### src/design/cfgm_map.vh
`ifndef CFGM_MAP_VH
`define CFGM_MAP_VH
// Image slots and select width
`define CFGM_NUM_IMAGES     4
`define CFGM_SEL_W          2
// Flash read address width and image slot size (log2 words)
`define CFGM_ADDR_W         24
`define CFGM_SLOT_SHIFT     22
// Host command codes
`define CFGM_CMD_W          3
`define CFGM_CMD_NONE       3'h0
`define CFGM_CMD_SELECT     3'h1
`define CFGM_CMD_RELOAD     3'h2
`define CFGM_CMD_STREAM     3'h3
`define CFGM_CMD_STREAM_END 3'h4
`define CFGM_CMD_FLASH_WR   3'h5
// Status codes
`define CFGM_ST_W           2
`define CFGM_ST_IDLE        2'h0
`define CFGM_ST_BUSY        2'h1
`define CFGM_ST_DONE        2'h2
`define CFGM_ST_FAIL        2'h3
// Host discovery window and derived endpoint-ready budget
`define CFGM_DISCOVERY_MS   100
`define CFGM_CLK_KHZ        25000
`define CFGM_EP_READY_CYC   (`CFGM_DISCOVERY_MS * `CFGM_CLK_KHZ)
// Identity reset values, arbitrary
`define CFGM_VENDOR_ID      16'h1AB5
`define CFGM_DEVICE_ID      16'h00C3
`endif

### src/design/cfgm_config_manager.v
`timescale 1ns/1ns
// Summary of operation
// Endpoint answers host discovery at once, before any image load.
// Up to four stored images selectable in configuration flash.
// Power-up image chosen from the board selection switch.
// Host selects image, then reload command reconfigures from that image.
// Host-streamed image configures logic directly, never written to flash; a JTAG write strobe mid-stream still writes the host word to flash.
// JTAG may configure the logic directly, bypassing flash.
// Flash writable through JTAG or through the host link.
// Configuration space kept intact through every reconfiguration.
// Same device identification reported after reload.
// During reload, manager answers config accesses; user traffic held back.
`include "cfgm_map.vh"
module cfgm_config_manager #(
   parameter NUM_IMAGES = `CFGM_NUM_IMAGES,
   parameter ADDR_W     = `CFGM_ADDR_W,
   parameter LOAD_WORDS = 1024
) (
   input  wire                   i_clk,
   input  wire                   i_reset_n,
   input  wire [`CFGM_SEL_W-1:0] i_image_switch,
   input  wire [`CFGM_CMD_W-1:0] i_host_cmd,
   input  wire                   i_host_cmd_valid,
   input  wire [31:0]            i_host_data,
   input  wire                   i_host_data_valid,
   input  wire                   i_cfg_rd,
   input  wire [1:0]             i_cfg_addr,
   input  wire                   i_user_req,
   input  wire                   i_jtag_active,
   input  wire                   i_jtag_flash_wr,
   input  wire [31:0]            i_flash_rdata,
   input  wire                   i_flash_rvalid,
   input  wire                   i_logic_done,
   input  wire                   i_logic_error,
   output reg                    o_ep_ready,
   output reg                    o_cfg_ack,
   output reg  [31:0]            o_cfg_rdata,
   output reg                    o_user_fwd,
   output reg                    o_user_enable,
   output reg                    o_flash_rd,
   output reg  [ADDR_W-1:0]      o_flash_addr,
   output reg                    o_flash_wr,
   output reg  [31:0]            o_flash_wdata,
   output reg                    o_logic_prog_n,
   output reg                    o_logic_wr,
   output reg  [31:0]            o_logic_wdata,
   output reg  [`CFGM_ST_W-1:0]  o_status,
   output reg  [`CFGM_SEL_W-1:0] o_active_image
);

   // ***************************************
   // Input synchronisers
   // ***************************************
   reg [`CFGM_SEL_W-1:0] sw_meta, sw_sync;
   reg                   jtag_meta, jtag_sync;
   reg                   jwr_meta, jwr_sync;
   always @(posedge i_clk or negedge i_reset_n) begin
      if (!i_reset_n) begin
         sw_meta   <= 2'h0;
         sw_sync   <= 2'h0;
         jtag_meta <= 1'b0;
         jtag_sync <= 1'b0;
         jwr_meta  <= 1'b0;
         jwr_sync  <= 1'b0;
      end else begin
         sw_meta   <= i_image_switch;
         sw_sync   <= sw_meta;
         jtag_meta <= i_jtag_active;
         jtag_sync <= jtag_meta;
         jwr_meta  <= i_jtag_flash_wr;
         jwr_sync  <= jwr_meta;
      end
   end

   // ***************************************
   // Load sequencer
   // ***************************************
   localparam S_BOOT   = 3'h0;
   localparam S_FLASH  = 3'h1;
   localparam S_STREAM = 3'h2;
   localparam S_JTAG   = 3'h3;
   localparam S_WAIT   = 3'h4;
   localparam S_RUN    = 3'h5;

   function [ADDR_W-1:0] slot_base;
      input [`CFGM_SEL_W-1:0] sel;
      begin
         slot_base = {{(ADDR_W-`CFGM_SEL_W){1'b0}}, sel} << `CFGM_SLOT_SHIFT;
      end
   endfunction

   reg [2:0]             state;
   reg [`CFGM_SEL_W-1:0] pending_image;
   reg [15:0]            word_cnt;
   reg                   boot_armed;
   reg                   boot_ready;
   wire cmd_sel    = i_host_cmd_valid && (i_host_cmd == `CFGM_CMD_SELECT);
   wire cmd_reload = i_host_cmd_valid && (i_host_cmd == `CFGM_CMD_RELOAD);
   wire cmd_stream = i_host_cmd_valid && (i_host_cmd == `CFGM_CMD_STREAM);
   wire cmd_end    = i_host_cmd_valid && (i_host_cmd == `CFGM_CMD_STREAM_END);
   wire cmd_fwr    = i_host_cmd_valid && (i_host_cmd == `CFGM_CMD_FLASH_WR);
   wire idle_ok    = (state == S_RUN) || (state == S_WAIT && o_status == `CFGM_ST_FAIL);

   always @(posedge i_clk or negedge i_reset_n) begin
      if (!i_reset_n) begin
         state          <= S_BOOT;
         pending_image  <= 2'h0;
         word_cnt       <= 16'h0000;
         boot_armed     <= 1'b0;
         boot_ready     <= 1'b0;
         o_flash_rd     <= 1'b0;
         o_flash_addr   <= {ADDR_W{1'b0}};
         o_logic_prog_n <= 1'b1;
         o_logic_wr     <= 1'b0;
         o_logic_wdata  <= 32'h0000_0000;
         o_status       <= `CFGM_ST_IDLE;
         o_active_image <= 2'h0;
         o_user_enable  <= 1'b0;
      end else begin
         o_logic_wr     <= 1'b0;
         o_logic_prog_n <= 1'b1;
         // image chosen ahead of reload
         if (cmd_sel) begin
            pending_image <= i_host_data[`CFGM_SEL_W-1:0];
         end
         case (state)
            S_BOOT: begin
               // Two edges for the switch to cross its synchroniser
               boot_armed <= 1'b1;
               boot_ready <= boot_armed;
               // switch picks power-up image once synchronised
               if (boot_ready) begin
                  pending_image  <= sw_sync;
                  o_active_image <= sw_sync;
                  o_flash_addr   <= slot_base(sw_sync);
                  o_logic_prog_n <= 1'b0;
                  o_flash_rd     <= 1'b1;
                  word_cnt       <= 16'h0000;
                  o_status       <= `CFGM_ST_BUSY;
                  state          <= S_FLASH;
               end
            end
            // one of four slots streamed from flash
            S_FLASH: begin
               if (i_flash_rvalid) begin
                  o_logic_wr    <= 1'b1;
                  o_logic_wdata <= i_flash_rdata;
                  o_flash_addr  <= o_flash_addr + {{(ADDR_W-1){1'b0}}, 1'b1};
                  word_cnt      <= word_cnt + 16'h0001;
                  if (word_cnt == LOAD_WORDS - 1) begin
                     o_flash_rd <= 1'b0;
                     state      <= S_WAIT;
                  end
               end
            end
            // host words go to logic; flash takes them only if a JTAG write strobe lands mid-stream
            S_STREAM: begin
               if (i_host_data_valid) begin
                  o_logic_wr    <= 1'b1;
                  o_logic_wdata <= i_host_data;
               end
               if (cmd_end) begin
                  state <= S_WAIT;
               end
            end
            // JTAG owns the load; manager only watches
            S_JTAG: begin
               if (!jtag_sync) begin
                  state <= S_WAIT;
               end
            end
            S_WAIT: begin
               if (i_logic_done) begin
                  o_status      <= `CFGM_ST_DONE;
                  o_user_enable <= 1'b1;
                  state         <= S_RUN;
               end else if (i_logic_error) begin
                  o_status <= `CFGM_ST_FAIL;
               end
            end
            default: begin
               state <= S_RUN;
            end
         endcase
         // Restart requests accepted only when no load is in flight
         if (idle_ok && jtag_sync) begin
            o_user_enable  <= 1'b0;
            o_status       <= `CFGM_ST_BUSY;
            state          <= S_JTAG;
         end else if (idle_ok && cmd_reload) begin
            // reload from selected alternate image
            o_user_enable  <= 1'b0;
            o_active_image <= pending_image;
            o_flash_addr   <= slot_base(pending_image);
            o_flash_rd     <= 1'b1;
            o_logic_prog_n <= 1'b0;
            word_cnt       <= 16'h0000;
            o_status       <= `CFGM_ST_BUSY;
            state          <= S_FLASH;
         end else if (idle_ok && cmd_stream) begin
            o_user_enable  <= 1'b0;
            o_logic_prog_n <= 1'b0;
            o_status       <= `CFGM_ST_BUSY;
            state          <= S_STREAM;
         end
      end
   end

   // ***************************************
   // Flash programming path
   // ***************************************
   // host data written to flash on host command or JTAG write strobe
   always @(posedge i_clk or negedge i_reset_n) begin
      if (!i_reset_n) begin
         o_flash_wr    <= 1'b0;
         o_flash_wdata <= 32'h0000_0000;
      end else begin
         o_flash_wr    <= (cmd_fwr && state == S_RUN) || jwr_sync;
         o_flash_wdata <= i_host_data;
      end
   end

   // ***************************************
   // Endpoint and configuration space
   // ***************************************
   wire [31:0] id_word;
   cfgm_id_rom #(
      .DEPTH_W (2)
   ) u_id_rom (
      .i_clk     (i_clk),
      .i_reset_n (i_reset_n),
      .i_addr    (i_cfg_addr),
      .o_data    (id_word)
   );

   reg rd_pend;
   always @(posedge i_clk or negedge i_reset_n) begin
      if (!i_reset_n) begin
         o_ep_ready  <= 1'b0;
         rd_pend     <= 1'b0;
         o_cfg_ack   <= 1'b0;
         o_cfg_rdata <= 32'h0000_0000;
         o_user_fwd  <= 1'b0;
      end else begin
         // endpoint live one cycle after reset, no image wait
         o_ep_ready  <= 1'b1;
         rd_pend     <= i_cfg_rd;
         // config space served here, untouched by reloads
         // answered even mid-reload
         o_cfg_ack   <= rd_pend;
         // identity from constant store
         o_cfg_rdata <= rd_pend ? id_word : 32'h0000_0000;
         // user traffic gated until load succeeds
         o_user_fwd  <= i_user_req && o_user_enable;
      end
   end
endmodule // cfgm_config_manager

### src/design/cfgm_id_rom.v
`timescale 1ns/1ns
// ***************************************
// Configuration identity store
// ***************************************
module cfgm_id_rom #(
   parameter DEPTH_W = 2
) (
   input  wire               i_clk,
   input  wire               i_reset_n,
   input  wire [DEPTH_W-1:0] i_addr,
   output reg  [31:0]        o_data
);
`include "cfgm_map.vh"
   // Constant contents, so no reload path can reach them
   function [31:0] id_at;
      input [DEPTH_W-1:0] addr;
      begin
         if (addr == {DEPTH_W{1'b0}}) begin
            id_at = {`CFGM_DEVICE_ID, `CFGM_VENDOR_ID};
         end else begin
            id_at = 32'h0000_0000;
         end
      end
   endfunction

   // Registered read so reload never disturbs identity
   always @(posedge i_clk or negedge i_reset_n) begin
      if (!i_reset_n) begin
         o_data <= 32'h0000_0000;
      end else begin
         o_data <= id_at(i_addr);
      end
   end
endmodule // cfgm_id_rom

### config.mk
export PLATFORM = sky130hd
export DESIGN_NAME = cfgm_config_manager
export DESIGN_NICKNAME = d
export VERILOG_FILES = /design/src/design/cfgm_config_manager.v /design/src/design/cfgm_id_rom.v
export VERILOG_INCLUDE_DIRS = /design/src /design/src/design
export SDC_FILE = /design/constraint.sdc
export NUM_CORES = 1
export LEC_CHECK = 0
export BUFFER_PORTS_ARGS = -buffer_cell sky130_fd_sc_hd__buf_2
export CORE_ASPECT_RATIO = 1.4
export CORE_MARGIN = 10
export CORE_UTILIZATION = 35
export CTS_BUF_LIST = sky130_fd_sc_hd__clkbuf_8
export CTS_CLUSTER_DIAMETER = 150
export DETAILED_ROUTE_END_ITERATION = 10
export PLACE_DENSITY = 0.59
export SETUP_SLACK_MARGIN = 0.2
export SYNTH_ARGS = -nofsm -noshare
export SYNTH_HDL_FRONTEND = slang
export SYNTH_SLANG_ARGS = --single-unit
### constraint.sdc
create_clock -name i_clk -period 2.5 [get_ports i_clk]
set_input_delay 0.25 -clock i_clk [delete_from_list [all_inputs] [get_ports i_clk]]
set_output_delay 0.25 -clock i_clk [all_outputs]
set_load 0.05 [all_outputs]
* Word level (Yosys, flattened, before mapping)
Cells that the tools add are included.
** Cells by class
- Multiplexer cells :: 58
- Equal/unequal tests :: 21
- Add/subtract/negate cells :: 2
- Reductions and logical operators :: 23
** Operators by type and width (count)
- $mux 24 :: 5
- $mux 32 :: 3
- $mux 16 :: 4
- $pmux 32 s2 :: 1
- $pmux 24 s2 :: 1
- $pmux 16 s2 :: 1
- $mux 3 :: 9
- $mux 2 :: 13
- $ne 5x5->1 const B :: 5
- $add 24x1->24 const B :: 1
- $mux 1 :: 17
- $add 16x1->16 const B :: 1
- $eq 16x10->1 const B :: 1
- $pmux 3 s5 :: 1
- $eq 3x2->1 const B :: 4
- $eq 3x3->1 const B :: 4
- $logic_and 1x1->1 :: 11
- $reduce_bool 4->1 :: 2
- $eq 3x1->1 const B :: 2
- $ne 6x3->1 const B :: 1
- $reduce_and 3->1 :: 2
- $reduce_and 6->1 :: 1
- $ne 5x2->1 const B :: 1
- $reduce_bool 5->1 :: 1
- 9 further kinds :: 12
** Storage, ports and cells
- Input port bits :: 82
- Bits in registers :: 196
- Word-level logic and storage cells :: 131
- Output and inout port bits :: 132

* Depth between registers and ports, before layout
Gate-level depths: netlist of run 1.
- Depth after elaboration :: 7
- Gate-level depth with buffers :: 9
- Gate-level depth less buffers :: 6

* Hierarchy
From an unflattened synthesis of run 1, not the netlist that was laid out.
** Unflattened totals
- Cell total of the unflattened synthesis :: 664
- Area total of the unflattened synthesis :: 7079.3 um2
** Modules (own cells, without submodules)
- cfgm_config_manager :: area an instance 6814.0 um2, sequential area each 4105.2 um2, times used 1, cells each 630
- cfgm_id_rom :: area an instance 265.3 um2, sequential area each 25.0 um2, times used 1, cells each 34

* Worst setup path after synthesis of run 1
OpenSTA, ideal clock, no wires.
- Path kind :: reg2reg
- From :: register o_flash_addr[0]
- To :: register o_flash_addr[16]
- Setup time :: 82 ps
- Buffers on the path :: 1
- Stages on the path, launching flop included :: 7
- Data arrival time :: 2282 ps
- Setup slack :: 136 ps
- Period minus slack after synthesis :: 2364 ps
- Data required time :: 2418 ps
- Cells stage by stage :: dfrtp_1 > ha_1 > nand4_2 > or4_1 > buf_2 > or4_1 > a31oi_1
** Between the ends
- Word-level cells in the longest chain between the ends :: 5
** RTL lines
- start, declared :: RTL line cfgm_config_manager.v:41 : output reg [ADDR_W-1:0] o_flash_addr,
- start signal, assigned :: RTL line cfgm_config_manager.v:112 : o_flash_addr <= {ADDR_W{1'b0}};
- start signal, assigned :: RTL line cfgm_config_manager.v:135 : o_flash_addr <= slot_base(sw_sync);
- start signal, assigned :: RTL line cfgm_config_manager.v:148 : o_flash_addr <= o_flash_addr + {{(ADDR_W-1){1'b0}}, 1'b1};
- $add 24x1->24 (*) :: RTL line cfgm_config_manager.v:148
- $mux 24 (*) :: RTL line cfgm_config_manager.v:145 : if (i_flash_rvalid) begin
- $pmux 24 s2 (*) :: RTL line cfgm_config_manager.v:126 : case (state)
- $mux 24 :: RTL line cfgm_config_manager.v:190 : end else if (idle_ok && cmd_reload) begin
- $mux 24 (*) :: RTL line cfgm_config_manager.v:186 : if (idle_ok && jtag_sync) begin
Every way passes the cells marked *; elsewhere a longest branch is shown, timed or not.
A chain may end at the register's enable or synchronous reset.

* Worst setup path in the final report of run 1
Same ends and word-level chain as after synthesis.

==> impl_metrics.py, run 1 <==
metrics = {
    "pwr": {
        "sw_frac_of_total": 0.464,
        "power.density_mw_per_mm2": 1070,
        "ir_worst_vdd_uv": 429,
        "power_mw": 8.61,
        "leakagePower_nw": 3.73,
        "netSwitchingPower_mw": 4.00,
        "pwr-share-clk": 0.218,
        "comb_power_share": 0.449,
        "pwr-share-seq": 0.333,
        "intPower_mw": 4.62,
    },
    "route": {
        "drt-vias-per-instance": 4.99,
        "wl_per_cell_um": 17.8,
        "vias": 5315,
        "drtAntennaViolNets": 0,
        "first_pass_iters": 4,
        "drc": 0,
        "drt-initial-drc-count": 259,
        "drt_wl_total_um": 18900,
    },
    "grt": {
        "grt_pass1_vias": 5473,
        "grt_start_max_net_pins": 64,
        "overflow": 0,
        "antenna_found_initial": 0,
        "grt_usage": 0.161,
        "grt_pass1_wl_um": 30100,
    },
    "synth": {
        "synthDistinctLibCells": 62,
        "synth.cell_area_mm2": 0.00612,
        "ys_async_sr_fraction": 1.00,
        "yosys.area.top_type": "dfrtp_1",
        "yosys_register_bits": 134,
        "syn_area_per_cell_um2": 10.3,
        "yosysMostFrequentCell": "dfrtp_1",
        "netlist_instances": 595,
        "ys_seq_area_frac": 0.548,
        "synth_warnings": 0,
        "synth_edf_count": 0,
        "synth_commonest_cells": "133 x dfrtp_1, 65 x nand2_1, 59 x o21ai_0",
        "synth-main-ff-cell": "dfrtp_1",
        "synthDominantCellAreaShare": 0.544,
        "synth_area_leaders": "dfrtp_1 54%, mux2i_1 5.6%, o21ai_0 4.8%",
    },
    "worst_setup_path": {
        "cp_slowest_cell": "or4_4",
        "critPathMaxStageDelay_ns": 0.59,
        "worstPathArrival_ns": 2.45,
        "cp_max_fo": 8,
        "required_ns": 2.85,
        "end_kind": "flop",
        "crit_start": "o_flash_addr[0]",
        "path_buf_inv": 0,
        "cp_top_family": "simple AND/OR/NAND/NOR gates",
        "cp-start-kind": "flop",
        "path_class": "reg -> reg",
        "worstReg2RegStart": "o_flash_addr[0]",
        "path_cells": "ha_1 -> nand4_2 -> or4_4 -> or4_1 -> a31oi_1",
    },
    "placement": {
        "port_buffers": 193,
        "gp_congestion": 0.803,
        "dp.cells": 992,
        "hpwlAfterDp_um": 13700,
        "dpl_cell_area_mm2": 0.00723,
    },
    "floorplanning": {
        "die_w_um": 132,
        "rows": 57,
        "die_area_mm2": 0.0232,
        "io_pins": 214,
        "die_h_um": 176,
        "start_util": 0.354,
        "core_area_mm2": 0.0173,
    },
    "sta": {
        "worstMarginPinSlew_ns": 0.919,
        "hold_viol": 0,
        "setup_tns_ns": 0,
        "min_period_ns": 2.10,
        "slew_violations": 0,
        "max_freq_ghz": 0.475,
        "rsz0062_at_grt": "false",
        "post-route-period-util": 0.842,
        "setup_violations": 0,
        "fin_skew_ns": 0.0138,
        "slew_headroom": 0.384,
    },
    "clock_network": {
        "htree_levels": 4,
        "cts_buffers": 17,
        "cts_sinks": 134,
        "path_clk_slew_ns": 0.08,
        "clockBufferDepth": 2,
        "postCtsSetupBuffers": 0,
        "clkLatencyLatePin_ns": 0.43,
        "cts_tree": "yes",
        "cts_root_buf": "clkbuf_8",
    },
    "final_layout": {
        "drive_above_1_share": 0.310,
        "finalNonFillerCells": 1065,
        "syn2layout_area_growth_pct": 31.6,
        "finalNetCount": 900,
        "antenna_cells": 0,
        "fin_util": 0.467,
        "fin_area_mm2": 0.00805,
    },
    "min_path": {
        "hold_class": "in -> reg",
        "min_from": "i_user_req",
    },
    "job": {
        "drv_cap": 0,
    },
    "status": {
        "status": "completed",
    },
}
[through the flow]
step                hold WS (ns)  worst slack (ns)
floorplan                -0.0456             0.275
global placement           0.220             0.405
detailed placement         0.220             0.370
CTS                      0.00843             0.302
global route              0.0280             0.263
finish                    0.0342             0.395
[metal layers]
metal	up-vias	track usage	part of all wire
li1	2563	-	-
met1	2540	0.191	0.41
met2	191	0.272	0.51
met3	21	0.0424	0.062
met4	0	0.0618	0.018
met5	-	0	0
[path summary, 6_finish.rpt]
check | to | slack (ns) | cells past startpoint
max | o_flash_addr[16] | 0.40 | 5
min | o_user_fwd | 0.03 | 2
max reg2reg | o_flash_addr[16] | 0.40 | 5
min reg2reg | jtag_sync | 0.35 | 0
max in group asynchronous | o_flash_addr[1] | 1.40 | 3
min in group asynchronous | o_flash_addr[13] | 0.34 | 2
[cell usage in the layout (no fill, tap or decap), types with 14 or more instances in the layout]
cell	instances
clkbuf_8	17
nand2_1	65
a31oi_1	16
conb_1	21
buf_2	192
nor2_1	32
o21ai_0	58
mux2i_1	34
a21oi_1	41
buf_4	14
dlygate4sd3_1	40
nand3_1	22
dfrtp_1	131
[worst reg2reg max path: stages, from the launching register on]
cell and delay (ns):
dfrtp_2 0.41, ha_1 0.23, nand4_2 0.21, or4_4 0.59, or4_1 0.41, a31oi_1 0.18
[sequential cells by signal, summed over array words and instances (netlist names), 2 cells and up]
| name | count |
|---|---|
| o_flash_wdata | 32 |
| o_logic_wdata | 32 |
| sw_meta | 2 |
| word_cnt | 16 |
| state | 3 |
| sw_sync | 2 |
| o_active_image | 2 |
| pending_image | 2 |
| o_status | 2 |
| o_flash_addr | 24 |
[power by group through the flow]
stage | Combinational, mW | Sequential (mW) | Clock, mW
finish | 3.86 | 2.87 | 1.88
global route | 4.16 | 2.93 | 2.03
CTS | 3.87 | 2.87 | 1.94
detailed placement | 3.81 | 2.91 | 0
global placement | 3.80 | 2.90 | 0
floorplan | 1.51 | 4.11 | 0
[cell families (layout without fill, tap and decap cells)]
family | count (synthesis) | after routing | share of synthesized area
other cells | 2 | 21 | 0.00123
buf+inv | 72 | 286 | 0.0706
mux | 35 | 35 | 0.0575
compound gates | 156 | 157 | 0.153
flops | 134 | 134 | 0.548
fa+ha+maj | 2 | 2 | 0.00409
simple gates | 193 | 193 | 0.164
xor+xnor | 1 | 1 | 0.00143
[layout make-up]
type                       count  area, um2
clock buffer                  17        234
timing repair buffer         250       1540
fill                        1649       9210
clock inverter                15        178
inverter                       4       15.0
tap                          236        295
multi-input combinational    409       2440
sequential                   134       3360
[what timing repair did]
item                                    4_1_cts  5_1_grt
endpoints found under the hold margin        82        0
resized for setup                             0        1
hold buffers                                 40        0
endpoints found under the setup margin        0        2
(Power assumes the default switching activity.)
==> run 2, diff against run 1 <==
--- a/config.mk
+++ b/config.mk
@@ -6,6 +6,7 @@
 export SDC_FILE = /design/constraint.sdc
 export NUM_CORES = 1
 export LEC_CHECK = 0
+export ABC_AREA = 1
 export BUFFER_PORTS_ARGS = -buffer_cell sky130_fd_sc_hd__buf_2
 export CORE_ASPECT_RATIO = 1.4
 export CORE_MARGIN = 10
==> constraint.sdc (replaced) <==
create_clock -name i_clk -period 2 [get_ports i_clk]
set_input_delay 0.2 -clock i_clk [delete_from_list [all_inputs] [get_ports i_clk]]
set_output_delay 0.2 -clock i_clk [all_outputs]
set_load 0.05 [all_outputs]
==> run 2 against run 1 <==
  * Power grew 35%
  * Final area rose by 7.8%
  * Largest cell class unchanged
  * Combinational power increased by 36%
  * Clock skew shrank 0.0036 ns
  * Hold slack improved by 0.00070 ns
  * Setup slack lost 0.11 ns
  * Highest routed layer is now met5
  * Register-to-register slack lost 0.11 ns
==> impl_metrics.py, run 2 <==
metrics = {
    "status": {
        "status": "completed",
    },
    "route": {
        "wl_per_cell_um": 16.1,
        "first_pass_iters": 4,
        "drt-vias-per-instance": 4.78,
        "vias": 6040,
        "drc": 0,
        "drt_wl_total_um": 20300,
        "drtAntennaViolNets": 0,
        "drt-initial-drc-count": 368,
    },
    "worst_setup_path": {
        "cp-start-kind": "flop",
        "end_kind": "flop",
        "path_cells": "nor2_4 -> nand2_1 -> o21ai_4 -> nand4_4 -> buf_4 -> and3_1",
        "required_ns": 2.33,
        "critPathMaxStageDelay_ns": 0.47,
        "cp_max_fo": 11,
        "regToRegEndpoint": "word_cnt[10]",
        "cp-endpoint": "word_cnt[10]",
        "r2r_slack_ns": 0.29,
        "worstPathArrival_ns": 2.05,
        "path_class": "reg -> reg",
        "cp_slowest_cell": "dfrtp_2",
        "r2r_cells": 6,
        "crit_start": "state[0]",
        "worstReg2RegStart": "state[0]",
    },
    "final_layout": {
        "register_area_mm2": 0.00336,
        "fin_area_mm2": 0.00868,
        "syn2layout_area_growth_pct": 37.2,
        "fillers": 1752,
        "finalNonFillerCells": 1264,
        "layout_common_cells": "192 x nand2_1, 192 x buf_2, 129 x dfrtp_1, 83 x nor2_1, 66 x inv_1",
        "reg_top3": "o_flash_wdata (32), o_logic_wdata (32), o_flash_addr (24)",
        "multiInputGateArea_mm2": 0.00243,
        "finalNetCount": 1094,
        "fin_util": 0.486,
        "drive_above_1_share": 0.271,
    },
    "sta": {
        "hold_viol": 0,
        "min_period_ns": 1.71,
        "slew_violations": 0,
        "max_freq_ghz": 0.583,
        "rsz0062_at_grt": "true",
        "setup_tns_ns": 0,
        "layout_setup_ws_ns": 0.285,
        "post-route-period-util": 0.857,
        "whs_ns": 0.0349,
        "setup_violations": 0,
        "fin_skew_ns": 0.0101,
    },
    "placement": {
        "pre_cts_slack_ns": 0.200,
        "gp_congestion": 0.848,
        "dpl_cell_area_mm2": 0.00744,
        "hpwlAfterDp_um": 14300,
        "dp.cells": 1160,
        "port_buffers": 193,
    },
    "synth": {
        "synth-main-ff-cell": "dfrtp_1",
        "synthDistinctLibCells": 45,
        "synth.cell_area_mm2": 0.00633,
        "yosys_register_bits": 134,
        "ys_async_sr_fraction": 1.00,
        "synthDominantCellAreaShare": 0.526,
        "synth_edf_count": 0,
        "synth_warnings": 0,
        "yosysMostFrequentCell": "nand2_1",
        "synth_area_leaders": "dfrtp_1 53%, nand2_1 11%, nor2_1 5.3%",
        "yosys.area.top_type": "dfrtp_1",
        "synth_commonest_cells": "193 x nand2_1, 133 x dfrtp_1, 89 x nor2_1",
        "ys_seq_area_frac": 0.530,
        "netlist_instances": 749,
        "syn_area_per_cell_um2": 8.45,
    },
    "floorplanning": {
        "rows": 58,
        "start_util": 0.355,
        "die_h_um": 179,
        "io_pins": 214,
        "die_area_mm2": 0.0239,
        "core_area_mm2": 0.0179,
        "die_w_um": 134,
    },
    "min_path": {
        "hold_class": "in -> reg",
    },
    "grt": {
        "grt_usage": 0.165,
        "grt_start_max_net_pins": 70,
        "grt_pass1_vias": 6121,
        "grt_pass1_wl_um": 31700,
        "overflow": 0,
        "antenna_found_initial": 2,
    },
    "job": {
        "drv_cap": 0,
    },
    "clock_network": {
        "clkLatencyLatePin_ns": 0.45,
        "cts_root_buf": "clkbuf_8",
        "cts_buffers": 17,
        "htree_levels": 4,
        "cts_tree": "yes",
        "path_clk_slew_ns": 0.08,
        "cts_sinks": 134,
        "clockBufferDepth": 2,
    },
    "pwr": {
        "pwr-share-seq": 0.332,
        "power.density_mw_per_mm2": 1340,
        "power_mw": 11.6,
        "netSwitchingPower_mw": 5.50,
        "pwr-share-clk": 0.216,
        "leakagePower_nw": 4.32,
        "ir_worst_vdd_uv": 974,
        "sw_frac_of_total": 0.473,
        "comb_power_share": 0.452,
        "intPower_mw": 6.14,
    },
}
run 2: worst min path at each step:
stage	to	from	depth (start not counted)	slack, ns
3_5_place_dp	o_flash_addr[5]	i_reset_n	1	0.14
4_1_cts	o_logic_wdata[14]	i_flash_rdata[14]	3	0.0008
5_1_grt	o_logic_wdata[16]	i_flash_rdata[16]	3	0.02
6_report	o_status[1]	i_logic_error	3	0.03
2_1_floorplan	boot_armed	i_reset_n	0	-0.1
3_3_place_gp	o_flash_addr[5]	i_reset_n	1	0.13
run 2: repair_timing:
item,in CTS,in global routing
hold buffers,65,0
gates cloned,0,1
pin swaps,0,2
setup buffers,0,5
endpoints found under the hold margin,105,0
gates resized for setup,1,23
setup endpoints to repair,1,70
run 2: metal layers:
metal,vias up,GRT usage,share of wire,wire (um)
li1,2914,-,-,-
met1,2856,0.176,0.37,7470
met2,234,0.272,0.49,10100
met3,34,0.0827,0.11,2200
met4,2,0.0727,0.029,597
met5,-,0,0.00064,13
run 2: logic make-up after synthesis:
family | Yosys count | synth area share
other | 2 | 0.00119
flip-flops | 134 | 0.530
XOR/XNOR | 1 | 0.00138
AO/OA/AOI/OAI | 125 | 0.119
adder cells (fa/ha/maj) | 2 | 0.00395
AND/OR/NAND/NOR | 356 | 0.238
multiplexers | 1 | 0.00158
buffers and inverters | 128 | 0.105
run 2: cell type report:
class	instances	share of cell area
Tap cell	240	0.0346
Antenna cell	1	0.000288
Inverter	70	0.0324
Multi-Input combinational cell	506	0.280
Timing Repair Buffer	281	0.216
Clock buffer	17	0.0269
Sequential cell	134	0.387
Clock inverter	15	0.0233
run 2: power by group through the flow:
stage	combinational [mW]	clock (mW)	sequential, mW
finish	5.26	2.51	3.87
global route	5.69	2.68	3.96
CTS	5.03	2.58	3.86
detailed placement	4.93	0	3.89
global placement	4.90	0	3.88
floorplan	1.94	0	5.68
run 2: worst max-delay path, delay by kind of cell, from the launching register on:
kind                   cells  cell delay, ns
AND/OR/NAND/NOR            4            0.68
flip-flops                 1            0.47
AO/OA/AOI/OAI              1            0.23
buffers and inverters      1            0.22
==> run 3, diff against run 2 <==
--- a/config.mk
+++ b/config.mk
@@ -14,7 +14,7 @@
 export CTS_BUF_LIST = sky130_fd_sc_hd__clkbuf_8
 export CTS_CLUSTER_DIAMETER = 150
 export DETAILED_ROUTE_END_ITERATION = 10
-export PLACE_DENSITY = 0.59
+export PLACE_DENSITY = 0.69
 export SETUP_SLACK_MARGIN = 0.2
 export SYNTH_ARGS = -nofsm -noshare
 export SYNTH_HDL_FRONTEND = slang
==> constraint.sdc (replaced) <==
create_clock -name i_clk -period 2 [get_ports i_clk]
set_input_delay 0.4 -clock i_clk [delete_from_list [all_inputs] [get_ports i_clk]]
set_output_delay 0.4 -clock i_clk [all_outputs]
set_load 0.05 [all_outputs]
==> run 3 against run 2 <==
  * Critical path depth rose by 1
  * Routed wire length shrank 5.5%
  * Die area is the same
  * Sequential cell count is the same
  * Cell count shrank 5.2%
  * Clock power fell by 6%
  * Clock skew is 0.0026 ns higher
  * Count of clock-buffer cells in the layout is 2 higher
  * Non-clock buffer count down 66
==> impl_metrics.py, run 3 (same netlist as run 2, synthesis figures left out) <==
metrics = {
    "worst_setup_path": {
        "worstPathArrival_ns": 2.04,
        "end_kind": "flop",
        "cp-start-kind": "flop",
        "path_class": "reg -> reg",
        "cp_max_fo": 16,
        "required_ns": 2.32,
    },
    "final_layout": {
        "fin_util": 0.448,
        "finalNonFillerCells": 1198,
        "reg_top3": "o_flash_wdata (32), o_logic_wdata (32), o_flash_addr (24)",
        "drive_above_1_share": 0.296,
        "syn2layout_area_growth_pct": 26.3,
        "layout_common_cells": "192 x nand2_1, 192 x buf_2, 129 x dfrtp_1, 79 x nor2_1, 66 x inv_1",
        "finalNetCount": 1028,
    },
    "grt": {
        "overflow": 0,
        "grt_pass1_wl_um": 29800,
        "antenna_found_initial": 2,
        "grt_pass1_vias": 5836,
        "grt_start_max_net_pins": 66,
        "grt_usage": 0.155,
    },
    "min_path": {
        "hold_class": "in -> reg",
    },
    "floorplanning": {
        "die_h_um": 179,
        "core_area_mm2": 0.0179,
        "io_pins": 214,
        "die_w_um": 134,
        "die_area_mm2": 0.0239,
        "start_util": 0.355,
        "rows": 58,
    },
    "placement": {
        "gp_congestion": 0.892,
        "dp.cells": 1160,
        "port_buffers": 193,
        "hpwlAfterDp_um": 14400,
    },
    "sta": {
        "fin_skew_ns": 0.0127,
        "min_period_ns": 1.72,
        "hold_viol": 0,
        "rsz0062_at_grt": "true",
        "whs_ns": 0.0660,
        "slew_violations": 0,
        "setup_violations": 0,
        "post-route-period-util": 0.861,
        "max_freq_ghz": 0.581,
        "setup_tns_ns": 0,
    },
    "route": {
        "drtAntennaViolNets": 0,
        "vias": 5745,
        "drt-initial-drc-count": 335,
        "drc": 0,
        "first_pass_iters": 4,
        "wl_per_cell_um": 16.0,
        "drt-vias-per-instance": 4.80,
        "drt_wl_total_um": 19200,
    },
    "clock_network": {
        "clkLatencyLatePin_ns": 0.44,
        "path_clk_slew_ns": 0.08,
        "clockBufferDepth": 2,
        "cts_tree": "yes",
        "cts_buffers": 17,
        "cts_sinks": 134,
        "htree_levels": 4,
        "cts_root_buf": "clkbuf_8",
    },
    "job": {
        "drv_cap": 0,
    },
    "status": {
        "status": "completed",
    },
    "pwr": {
        "leakagePower_nw": 4.04,
        "power.density_mw_per_mm2": 1410,
        "ir_worst_vdd_uv": 875,
    },
}
## run 3: timing repair
item                                    CTS  global route
setup buffers                             0             3
hold endpoints to repair                 33             0
gates resized for setup                   0            22
hold buffers                              1             0
endpoints found under the setup margin    0            69
## run 3: cell type report
class	instances	area [um2]
Fill cell	1847	9850
Multi-Input combinational cell	506	2450
Inverter	70	268
Antenna cell	1	2.50
Clock buffer	19	262
Tap cell	240	300
Sequential cell	134	3360
Clock inverter	13	149
Timing Repair Buffer	215	1210
## run 3: path summary, 6_finish.rpt
| path | slack (ns) | startpoint | cells past startpoint | to |
|---|---|---|---|---|
| hold reg to reg | 0.35 | sw_meta[1] | 0 | sw_sync[1] |
| max in group asynchronous | 0.93 | i_reset_n | 3 | o_logic_prog_n |
| setup / recovery | 0.28 | state[0] | 7 | word_cnt[7] |
| min in group asynchronous | 0.43 | i_reset_n | 2 | word_cnt[11] |
| setup reg to reg | 0.28 | state[0] | 7 | word_cnt[7] |
| hold / removal | 0.07 | i_cfg_rd | 1 | rd_pend |
## run 3: where the power goes
group	total, mW	switching [mW]	internal [mW]
Clock	2.35	1.16	1.19
Combinational	5.05	3.79	1.25
Sequential	3.88	0.520	3.36
Total	11.3	5.47	5.81
## run 3: layer usage
metal	up-vias	wire length, um	GRT usage
li1	2780	-	-
met3	22	2480	0.0939
met1	2694	7340	0.167
met5	-	11	0
met2	247	9150	0.251
met4	2	235	0.0468
## run 3: metrics by stage
step                      cell area (um2)  total power [mW]  worst slack [ns]
after global routing                 8000              12.0             0.169
after CTS                            7880              11.3             0.212
final                                8000              11.3             0.279
after floorplan                      6400              7.62             0.204
after global placement               7460              8.80             0.287
after detailed placement             7460              8.88             0.235
## run 3: critical path, stage by stage (launching register included)
cell,delay [ns]
dfrtp_2,0.46
nor2_4,0.21
nand2_1,0.15
o21ai_4,0.22
nand4_2,0.15
inv_2,0.18
buf_12,0.17
a211oi_1,0.05
